==> src/common/sec_consts.svh <==
// register map, field positions, reset values and timing counts
`ifndef SEC_CONSTS_SVH
`define SEC_CONSTS_SVH
`define SEC_AW          12
`define SEC_OFS_CTRL    12'h000
`define SEC_OFS_POS_LO  12'h004
`define SEC_OFS_POS_HI  12'h008
`define SEC_OFS_PROTO   12'h00C
`define SEC_OFS_STAT    12'h010
`define SEC_OFS_MASK    12'h014
`define SEC_CTL_RST     32'h0000_0000
`define SEC_F_CODE_HI   31
`define SEC_F_CODE_LO   16
`define SEC_F_CODE6_HI  21
`define SEC_F_MODE      13
`define SEC_F_EN        12
`define SEC_F_DONE      10
`define SEC_F_LOW_HI    9
`define SEC_F_WIDTH_HI  5
`define SEC_F_TOUT      31
`define SEC_ST_DONE     0
`define SEC_ST_TOUT     1
`define SEC_CODE6_POS   6'h07
`define SEC_CODE6_RST   6'h2A
`define SEC_CODE6_ADD   6'h38
`define SEC_CODE6_ADDR  6'h2D
`define SEC_CODE16_POS  16'h0000
`define SEC_CODE16_ST   16'h00D8
`define SEC_CODE16_ECLR 16'h0040
`define SEC_CODE16_MCLR 16'h0048
`define SEC_LEN_FULL    6'h27
`define SEC_LEN_ST      6'h1F
`define SEC_LEN_ACK     6'h08
`define SEC_LEN_CMD6    5'h06
`define SEC_LEN_CMD16   5'h10
`define SEC_CLK_NS      40
`define SEC_HALF_NS     1000
`define SEC_HALF_CYC    (`SEC_HALF_NS / `SEC_CLK_NS)
`define SEC_TO_BITS     64
`endif

==> src/common/sec_pkg.sv <==
// types shared by the serial encoder front end
package sec_pkg;
    typedef enum logic [2:0] {
        SEC_IDLE  = 3'b000,
        SEC_CMD   = 3'b001,
        SEC_WAIT  = 3'b011,
        SEC_RX    = 3'b010,
        SEC_LATCH = 3'b110
    } sec_state_e;
    typedef enum logic [1:0] {
        SEC_P_CMD6  = 2'b00,
        SEC_P_CMD16 = 2'b01,
        SEC_P_BISS  = 2'b10
    } sec_proto_e;
endpackage

==> src/hw/sec_top.sv <==
// serial encoder command and trigger front end with apb registers
// Functional notes
// - the six-bit variant sends one of four request codes to the encoder.
// - sample mode 0 repeats once per selected clock tick, 1 samples once.
// - repeated sampling runs on every tick that finds it idle, only while enable is 1.
// - single sampling does one transaction, then hardware clears enable.
// - the done flag reads 0 while receiving and 1 when reception is over.
// - software writes never change the done flag.
// - motor code zero reads 16 multi-turn and 23 single-turn bits.
// - motor code 00D8 reads 23 single-turn bits and an error code.
// - the low position word is read-only.
// - the low position word layout follows the configured protocol and, for the 16-bit variant, the request code.
// - for biss-c the low 32 position bits fill bits 31 to 0.
// - the top bit of the upper data word flags an encoder timeout.
`timescale 1ns/10ps
`include "sec_consts.svh"
module sec_top
    import sec_pkg::*;
#(
    parameter int HALF_CYC = `SEC_HALF_CYC,
    parameter int TO_BITS  = `SEC_TO_BITS
)(
    // clock and reset
    input  wire logic              clk_i,
    input  wire logic              rst_b_i,
    // apb slave
    input  wire logic              psel_i,
    input  wire logic              penable_i,
    input  wire logic              pwrite_i,
    input  wire logic [`SEC_AW-1:0] paddr_i,
    input  wire logic [31:0]       pwdata_i,
    output logic      [31:0]       prdata_o,
    output logic                   pready_o,
    output logic                   pslverr_o,
    // selected phase or servo tick, same clock domain
    input  wire logic              sample_tick_i,
    // encoder link
    input  wire logic              enc_di_i,
    output logic                   enc_clk_o,
    output logic                   enc_do_o,
    // interrupt
    output logic                   irq_o
);
    sec_state_e  st, next_st;
    logic [15:0] code, next_code;
    logic [9:0]  low, next_low;
    logic        mode, next_mode, en, next_en, done, next_done;
    logic [1:0]  proto, next_proto, stat, next_stat, mask, next_mask;
    logic [31:0] pos_lo, next_pos_lo, pos_hi, next_pos_hi;
    logic [39:0] sr, next_sr;
    logic [15:0] cmd, next_cmd;
    logic [5:0]  cnt, next_cnt;
    logic [7:0]  to_cnt, next_to_cnt;
    logic [15:0] half, next_half;
    logic        tout, next_tout, next_clk, next_do;
    logic [31:0] next_prdata;
    logic        next_pready, next_pslverr, next_irq;
    logic        di_m, di_s;
    logic        start, bit_edge, wr_acc;
    logic [5:0]  rx_len;
    logic [4:0]  cmd_len;
    logic [15:0] cmd_load;

    // two flops: the encoder answers from outside our clock
    always_ff @(posedge clk_i or negedge rst_b_i)
    begin
        if (!rst_b_i)
        begin
            di_m <= 1'b0;
            di_s <= 1'b0;
        end
        else
        begin
            di_m <= enc_di_i;
            di_s <= di_m;
        end
    end

    assign wr_acc = psel_i & penable_i & pwrite_i & pready_o;
    // a tick that arrives mid-frame is dropped, not queued
    assign start = (st == SEC_IDLE) & en
                 & (mode | sample_tick_i);
    assign bit_edge = (half == 16'h0000) & ~enc_clk_o;

    always_comb
    begin
        cmd_len = `SEC_LEN_CMD6;
        cmd_load = {code[`SEC_F_CODE6_HI-`SEC_F_CODE_LO:0], 10'h000};
        rx_len = low[`SEC_F_WIDTH_HI:0];
        if (proto == SEC_P_CMD16)
        begin
            cmd_len = `SEC_LEN_CMD16;
            cmd_load = code;
            case (code)
                `SEC_CODE16_POS: rx_len = `SEC_LEN_FULL;
                `SEC_CODE16_ST:  rx_len = `SEC_LEN_ST;
                default:         rx_len = `SEC_LEN_ACK;
            endcase
        end
        else if (proto == SEC_P_BISS)
        begin
            cmd_len = 5'h00;
        end
    end

    always_comb
    begin
        next_st = st;
        next_code = code;
        next_low = low;
        next_mode = mode;
        next_en = en;
        next_done = done;
        next_proto = proto;
        next_stat = stat;
        next_mask = mask;
        next_pos_lo = pos_lo;
        next_pos_hi = pos_hi;
        next_sr = sr;
        next_cmd = cmd;
        next_cnt = cnt;
        next_to_cnt = to_cnt;
        next_tout = tout;
        next_half = (half == 16'h0000) ? 16'(HALF_CYC - 1) : half - 16'h0001;
        next_clk = (half == 16'h0000) ? ~enc_clk_o : enc_clk_o;
        case (st)
            SEC_IDLE:
            begin
                next_half = 16'(HALF_CYC - 1);
                next_clk = 1'b1;
                if (start)
                begin
                    next_done = 1'b0;
                    next_sr = 40'h00_0000_0000;
                    next_tout = 1'b0;
                    next_cmd = cmd_load;
                    next_cnt = {1'b0, cmd_len};
                    next_to_cnt = 8'(TO_BITS);
                    next_st = (cmd_len == 5'h00) ? SEC_WAIT : SEC_CMD;
                end
            end
            SEC_CMD:
                if (bit_edge)
                begin
                    next_cmd = {cmd[14:0], 1'b0};
                    next_cnt = cnt - 6'h01;
                    if (cnt == 6'h01)
                        next_st = SEC_WAIT;
                end
            SEC_WAIT:
                if (bit_edge)
                begin
                    if (di_s)
                    begin
                        next_cnt = rx_len;
                        next_st = SEC_RX;
                    end
                    else if (to_cnt == 8'h01)
                    begin
                        next_tout = 1'b1;
                        next_st = SEC_LATCH;
                    end
                    else
                        next_to_cnt = to_cnt - 8'h01;
                end
            SEC_RX:
                if (bit_edge)
                begin
                    next_sr = {sr[38:0], di_s};
                    next_cnt = cnt - 6'h01;
                    if (cnt == 6'h01)
                        next_st = SEC_LATCH;
                end
            SEC_LATCH:
            begin
                next_clk = 1'b1;
                next_done = 1'b1;
                next_pos_lo = sr[31:0];
                next_pos_hi = {tout, 23'h00_0000, sr[39:32]};
                if (proto == SEC_P_CMD16 && code == `SEC_CODE16_ST)
                begin
                    next_pos_lo = {9'h000, sr[30:8]};
                    next_pos_hi = {tout, 23'h00_0000, sr[7:0]};
                end
                else if (proto == SEC_P_CMD16)
                    next_pos_hi = {tout, 24'h00_0000, sr[38:32]};
                next_stat[`SEC_ST_DONE] = 1'b1;
                next_stat[`SEC_ST_TOUT] = stat[`SEC_ST_TOUT] | tout;
                if (mode)
                    next_en = 1'b0;
                next_st = SEC_IDLE;
            end
            default:
                next_st = SEC_IDLE;
        endcase
        if (wr_acc)
        begin
            case (paddr_i)
                `SEC_OFS_CTRL:
                begin
                    // done bit is not writable
                    next_code = pwdata_i[`SEC_F_CODE_HI:`SEC_F_CODE_LO];
                    next_mode = pwdata_i[`SEC_F_MODE];
                    next_en = pwdata_i[`SEC_F_EN];
                    next_low = pwdata_i[`SEC_F_LOW_HI:0];
                end
                `SEC_OFS_PROTO: next_proto = pwdata_i[1:0];
                // hardware set wins over the one-to-clear
                `SEC_OFS_STAT:  next_stat = stat & ~pwdata_i[1:0];
                `SEC_OFS_MASK:  next_mask = pwdata_i[1:0];
                default:        next_mask = mask;
            endcase
        end
        if (st == SEC_LATCH)
            next_stat = next_stat | {tout, 1'b1};
        next_do = (next_st == SEC_CMD) & next_cmd[15];
        next_irq = |(next_stat & next_mask);
    end

    // apb: data and ready registered in setup, zero wait states
    always_comb
    begin
        next_pready = psel_i & ~penable_i;
        next_pslverr = 1'b0;
        next_prdata = 32'h0000_0000;
        if (psel_i & ~penable_i)
        begin
            case (paddr_i)
                `SEC_OFS_CTRL:
                    next_prdata = {code, 2'b00, mode, en, 1'b0, done, low};
                `SEC_OFS_POS_LO: next_prdata = pos_lo;
                `SEC_OFS_POS_HI: next_prdata = pos_hi;
                `SEC_OFS_PROTO:  next_prdata = {30'h0000_0000, proto};
                `SEC_OFS_STAT:   next_prdata = {30'h0000_0000, stat};
                `SEC_OFS_MASK:   next_prdata = {30'h0000_0000, mask};
                default:         next_pslverr = 1'b1;
            endcase
        end
    end

    always_ff @(posedge clk_i or negedge rst_b_i)
    begin
        if (!rst_b_i)
        begin
            st <= SEC_IDLE;
            {code, mode, en, low} <= 28'h000_0000;
            done <= 1'b1;
            proto <= SEC_P_CMD6;
            stat <= 2'b00;
            mask <= 2'b00;
            pos_lo <= 32'h0000_0000;
            pos_hi <= 32'h0000_0000;
            sr <= 40'h00_0000_0000;
            cmd <= 16'h0000;
            cnt <= 6'h00;
            to_cnt <= 8'h00;
            half <= 16'h0000;
            tout <= 1'b0;
            enc_clk_o <= 1'b1;
            enc_do_o <= 1'b0;
            irq_o <= 1'b0;
            prdata_o <= 32'h0000_0000;
            pready_o <= 1'b0;
            pslverr_o <= 1'b0;
        end
        else
        begin
            st <= next_st;
            {code, mode, en, low} <= {next_code, next_mode, next_en, next_low};
            done <= next_done;
            proto <= next_proto;
            stat <= next_stat;
            mask <= next_mask;
            pos_lo <= next_pos_lo;
            pos_hi <= next_pos_hi;
            sr <= next_sr;
            cmd <= next_cmd;
            cnt <= next_cnt;
            to_cnt <= next_to_cnt;
            half <= next_half;
            tout <= next_tout;
            enc_clk_o <= next_clk;
            enc_do_o <= next_do;
            irq_o <= next_irq;
            prdata_o <= next_prdata;
            pready_o <= next_pready;
            pslverr_o <= next_pslverr;
        end
    end
endmodule

==> config.mk <==
export PLATFORM = sky130hd
export DESIGN_NAME = sec_top
export DESIGN_NICKNAME = d
export VERILOG_FILES = /design/src/common/sec_pkg.sv /design/src/hw/sec_top.sv
export VERILOG_INCLUDE_DIRS = /design/src /design/src/common
export SDC_FILE = /design/constraint.sdc
export NUM_CORES = 1
export LEC_CHECK = 0
export BUFFER_PORTS_ARGS = -buffer_cell sky130_fd_sc_hd__buf_4
export CAP_MARGIN = 20
export CORE_MARGIN = 4
export CORE_UTILIZATION = 60
export CTS_BUF_LIST = sky130_fd_sc_hd__clkbuf_4 sky130_fd_sc_hd__clkbuf_8
export CTS_CLUSTER_DIAMETER = 100
export DETAILED_ROUTE_END_ITERATION = 7
export GPL_TIMING_DRIVEN = 0
export PLACE_DENSITY = 0.78
export SLEW_MARGIN = 20
export SYNTH_ARGS = -nofsm -noshare
export SYNTH_HDL_FRONTEND = slang
export SYNTH_SLANG_ARGS = --single-unit
==> constraint.sdc <==
create_clock -name clk_i -period 5.22 [get_ports clk_i]
set_input_delay 0 -clock clk_i [delete_from_list [all_inputs] [get_ports clk_i]]
set_output_delay 0 -clock clk_i [all_outputs]
set_load 0.005 [all_outputs]
### Word level (Yosys, flattened, before mapping)

Cells that the tools add are included.

* word-level logic and storage cells: 151
* input bits: 51
* output and inout port bits: 37
* bits in registers: 228

* bitwise operators: 16
* add/subtract/negate cells: 3
* reductions and logical operators: 24
* eq/ne operators: 24
* mux-type cells: 58

Operators by type and width (number)
* 32-bit one-hot mux with 6 select lines: 1
* 16-bit two-way mux: 5
* 40-bit two-way mux: 2
* 40-bit one-hot mux with 2 select lines: 1
* 32-bit two-way mux: 2
* 8-bit two-way mux: 6
* 16-bit zero test: 2
* 16-bit one-hot mux with 2 select lines: 1
* 6-bit two-way mux: 5
* 3-bit two-way mux: 9
* 12-bit by 4-bit == test with 1-bit output (second input constant): 2
* 12-bit by 5-bit == test with 1-bit output (second input constant): 2
* 6-bit one-hot mux with 3 select lines: 1
* 16-bit by 8-bit == test with 1-bit output (second input constant): 1
* 2-bit != test (second input constant): 8
* 8-bit one-hot mux with 2 select lines: 1
* 16-bit by 1-bit subtractor with 16-bit output (second input constant): 1
* 5-bit AND reduction: 3
* 2-bit two-way mux: 7
* 12-bit by 3-bit == test with 1-bit output (second input constant): 1
* 12-bit zero test: 1
* 1-bit two-way mux: 12
* 3-bit one-hot mux with 4 select lines: 1
* 6-bit one-hot mux with 2 select lines: 1
* 27 further kinds: 49

### Depth between registers and ports, before layout

* word-level depth: 9
* depth in mapped cells: 10
* depth with buffers taken out: 7

### Worst setup path after synthesis

Ideal clock, no wire load.

* kind: register to register
* start point: register half[0]
* end point: register cmd[10]
* path buffers: 3
* required time: 5.094 ns
* clock period less this slack: 2.044 ns
* cell stages (with the launch flop): 11
* path slack: 3.176 ns
* setup time: 0.126 ns
* arrival time: 1.918 ns
* cells stage by stage: dfrtp_1 > inv_1 > ha_1 > nor4b_2 > and4_1 > buf_4 > and3_1 > buf_6 > nor2_4 > buf_6 > a221o_1

* word-level cells in the longest chain between the ends: 4

Ends and longest elaborated chain
* start: declaration: line sec_top.sv:54 `logic [15:0] half, next_half;`
* start signal: assignment: line sec_top.sv:280 `half <= next_half;`
* 16-bit zero test: line sec_top.sv:83 `assign bit_edge = (half == 16'h0000) & ~enc_clk_o;`
* 1-bit AND: line sec_top.sv:83
* 2-bit != test (no line)
* 3-bit AND reduction (no line)
* end signal: assignment: line sec_top.sv:277 `cmd <= next_cmd;`
* end: declaration: line sec_top.sv:51 `logic [15:0] cmd, next_cmd;`

Every way passes these cells.
A chain may end at the register's enable or synchronous reset.

### Final worst setup path

* start point: register mode
* end point: register sr[26]

* word-level cells in the longest chain between the ends: 4

Ends and longest elaborated chain
* start: declaration: line sec_top.sv:47 `logic mode, next_mode, en, next_en, done, next_done;`
* start signal: assignment: line sec_top.sv:269 `{code, mode, en, low} <= {next_code, next_mode, next_en, next_low};`
* 1-bit OR: line sec_top.sv:82 `& (mode | sample_tick_i);`
* 1-bit AND: line sec_top.sv:82
* 2-bit != test (no line)
* 3-bit AND reduction (no line)
* end signal: assignment: line sec_top.sv:276 `sr <= next_sr;`
* end: declaration: line sec_top.sv:50 `logic [39:0] sr, next_sr;`

Every way passes these cells.

==> impl_metrics.csv <==
group,metric,value,unit
detailed_routing,routed_via_density,5.87,
placement,numPortBuffers,80,
timing,relSlewSlack,34.2,%
min_path,min-delay-start,"psel_i",
global_routing,grt_pass1_wl,38200,µm
min_path,hp-class,"primary input to flip-flop",
die,die_h,132,µm
placement,pre_cts_slack,2540,ps
placement,place.gp.congestion,0.873,
die,io_pins,88,
synth,synth_edf_count,0,
detailed_routing,ant_nets,0,
clock_tree,clock_sinks,205,
detailed_routing,wl_per_cell,18.8,µm
min_path,whs_endpoint,"pslverr_o",
die,num_rows,45,
timing,setup_viol,0,
die,start_util,60.8,%
worst_setup_path,cp.required,5670,ps
synth,synth_ff_type,"dfrtp_1",
final_layout,mostFrequentLayoutCell,"dfrtp_1",
final_layout,area_delta_synth_final,21.8,%
timing,hold_viol_final,0,
power_and_ir_drop,cellLeakagePower,5.17,nW
global_routing,antenna_found_initial,0,
clock_tree,h-tree-depth,2,
worst_setup_path,crit_type,"flip-flop to flip-flop",
timing,rsz0062_at_grt,"false",
final_layout,nNetsFinal,1102,
worst_setup_path,worst-path-max-fanout,10,
timing,fin_crit_sh,53.0,%
global_routing,grt_max_degree,94,
placement,placed_area,10100,µm²
timing,fmax,362,MHz
timing,fin_setup_tns,0,ps
synth,synth_fp_nets,945,
detailed_routing,drc_errors,0,
detailed_routing,drtIter0Drc,621,
timing,worst_pin_slew,979,ps
worst_setup_path,crit_path_top_delay_cell,"o21ai_0",
synth,syn_area,9210,µm²
die,die_w,132,µm
worst_setup_path,end_kind,"flip-flop",
synth,async_flop_share,100,%
timing,fin_skew,15.9,ps
clock_tree,clk_latency,520,ps
power_and_ir_drop,p_comb_share,3.4,%
synth,yosysTopAreaCellShare,55.1,%
power_and_ir_drop,switchingPower,0.697,mW
power_and_ir_drop,swShare,21.9,%
worst_setup_path,path_cells,"o21ai_0 -> nand3b_1 -> clkbuf_1 -> buf_1 -> nand3_1 -> nand2_1",
synth,ys_types,60,
min_path,hold_path_depth,3,
final_layout,num_antenna_cells,0,
clock_tree,clockBufferDepth,3,
worst_setup_path,r2r_setup_slack,2450,ps
final_layout,drive_gt1_share,20.1,%
synth,ys_seq_area_share,55.7,%
clock_tree,cts_tree,"built",
clock_tree,cts_resized,0,
die,dieArea,17400,µm²
status,outcome,"completed",
worst_setup_path,worstSetupStartpointType,"flip-flop",
synth,netlist.top_cell.by_area,"dfrtp_1",
synth,syn_area_per_cell,10.4,µm²
detailed_routing,drt-total-wl,23700,µm
clock_tree,cts-buffers-inserted,36,
clock_tree,cts_root_buf,"clkbuf_8",
timing,drv_slew,0,
clock_tree,clk_transition_reported_paths,60,ps
timing,fin_hold_ws,33.5,ps
detailed_routing,num_vias,7370,
global_routing,grt.total_usage,27.3,%
final_layout,final_area,11200,µm²
power_and_ir_drop,seqPwrFrac,50.1,%
worst_setup_path,r2r-start,"mode",
power_and_ir_drop,pwr-share-clk,46.5,%
global_routing,overflow,0,
worst_setup_path,crit_start,"mode",
worst_setup_path,crit_arrival,3210,ps
timing,fin_ws,2450,ps
detailed_routing,first_pass_iters,5,
die,core,15100,µm²
placement,hpwl,16200,µm
synth,syn_inst,887,
run,maxCapViolCount,0,
synth,synth_area_leaders,"dfrtp_1 55%, nand2_1 6.1%, mux2i_1 5.4%",
timing,period_needed,2770,ps
final_layout,fin_util,74.1,%
worst_setup_path,cpPeakStageDelay,740,ps
power_and_ir_drop,pwr_density_cell,283,nW/µm²
synth,synth_seq_cells,205,
final_layout,final_cell_mix,"203 x dfrtp_1, 149 x nand2_1, 85 x buf_4",
power_and_ir_drop,peakVddDrop,212,µV
worst_setup_path,rr_endpoint,"sr[26]",
global_routing,grt_pass1_vias,7293,
power_and_ir_drop,cellInternalPower,2.48,mW
synth,synth_warnings,0,
worst_setup_path,ff2ff_path_depth,6,
-- power groups by stage --
stage / clock, mW / sequential [mW] / combinational (mW)
4_1_cts: 1.49 / 1.59 / 0.107
5_1_grt: 1.57 / 1.59 / 0.118
3_3_place_gp: 0 / 1.62 / 0.0758
6_report: 1.48 / 1.59 / 0.107
2_1_floorplan: 0 / 1.62 / 0.0126
3_5_place_dp: 0 / 1.62 / 0.0828
-- final cells by class --
class	instances	area, µm²
flip-flops and latches	205	5130
multi-input cells	611	3760
plain buffers	55	260
fillers	1065	3930
clock buffers	56	689
clock inverters	6	30.0
repair buffers	119	1050
inverters	16	60.1
well taps	188	235
-- timing repair --
item,in CTS,in global routing
hold endpoints to repair,154,0
hold buffers,37,0
setup buffers,0,0
-- synth_stat cells, drive strengths merged, types with 7 or more instances --
master	number
nor3	15
mux2	32
nor4	7
a21oi	19
nand2	149
clkbuf	30
ha	7
a221o	15
nand4	8
and3	15
inv	16
mux2i	50
nand3	47
dfrtp	203
a22oi	20
buf	25
xnor2	10
o31ai	7
or4	8
nor2	81
o21ai	55
nand2b	7
-- how the worst max path moves through the flow --
| stage | to | depth (start not counted) |
|---|---|---|
| finish | sr[26] | 6 |
| global route | sr[34] | 6 |
| CTS | st[0] | 5 |
| detailed placement | st[0] | 5 |
| global placement | st[0] | 5 |
| floorplan | cmd[10] | 10 |
-- worst max-delay path: cells and delay by family (launching register included) --
family | cells | cell delay (ps)
AO/OA/AOI/OAI | 1 | 740
buffers and inverters | 2 | 1000
flip-flops | 1 | 410
AND/OR/NAND/NOR | 3 | 540
-- layer usage --
layer  vias to the layer above  global-route usage (%)  share of wire [%]
met4                         0                    10.7                3.6
met5                         -                       0                  0
met3                        60                    5.00                6.2
met1                      3623                    38.6                 44
met2                       256                    42.5                 46
li1                       3431                       -                  -
-- flip-flops by register name, summed over array words and instances, names as in the netlist, 2 cells and up --
name and flops:
cmd 16, cnt 6, code 16, half 16, low 10, mask 2, pos_hi 9, pos_lo 32
prdata_o 32, proto 2, sr 40, st 3, stat 2, to_cnt 8
-- metrics by stage --
step	std cells	power [mW]
finish	1256	3.18
global route	1256	3.28
CTS	1256	3.19
detailed placement	1157	1.70
global placement	1155	1.70
floorplan	887	1.63
-- kinds of logic after synthesis --
family | after synthesis | share of synthesized area [%]
compound gates | 140 | 9.99
xor+xnor | 14 | 1.33
fa+ha+maj | 7 | 0.951
buf+inv | 71 | 3.48
flops | 205 | 55.7
mux | 83 | 9.59
simple gates | 367 | 19.0
No activity file was read; power rests on OpenSTA's default activity.
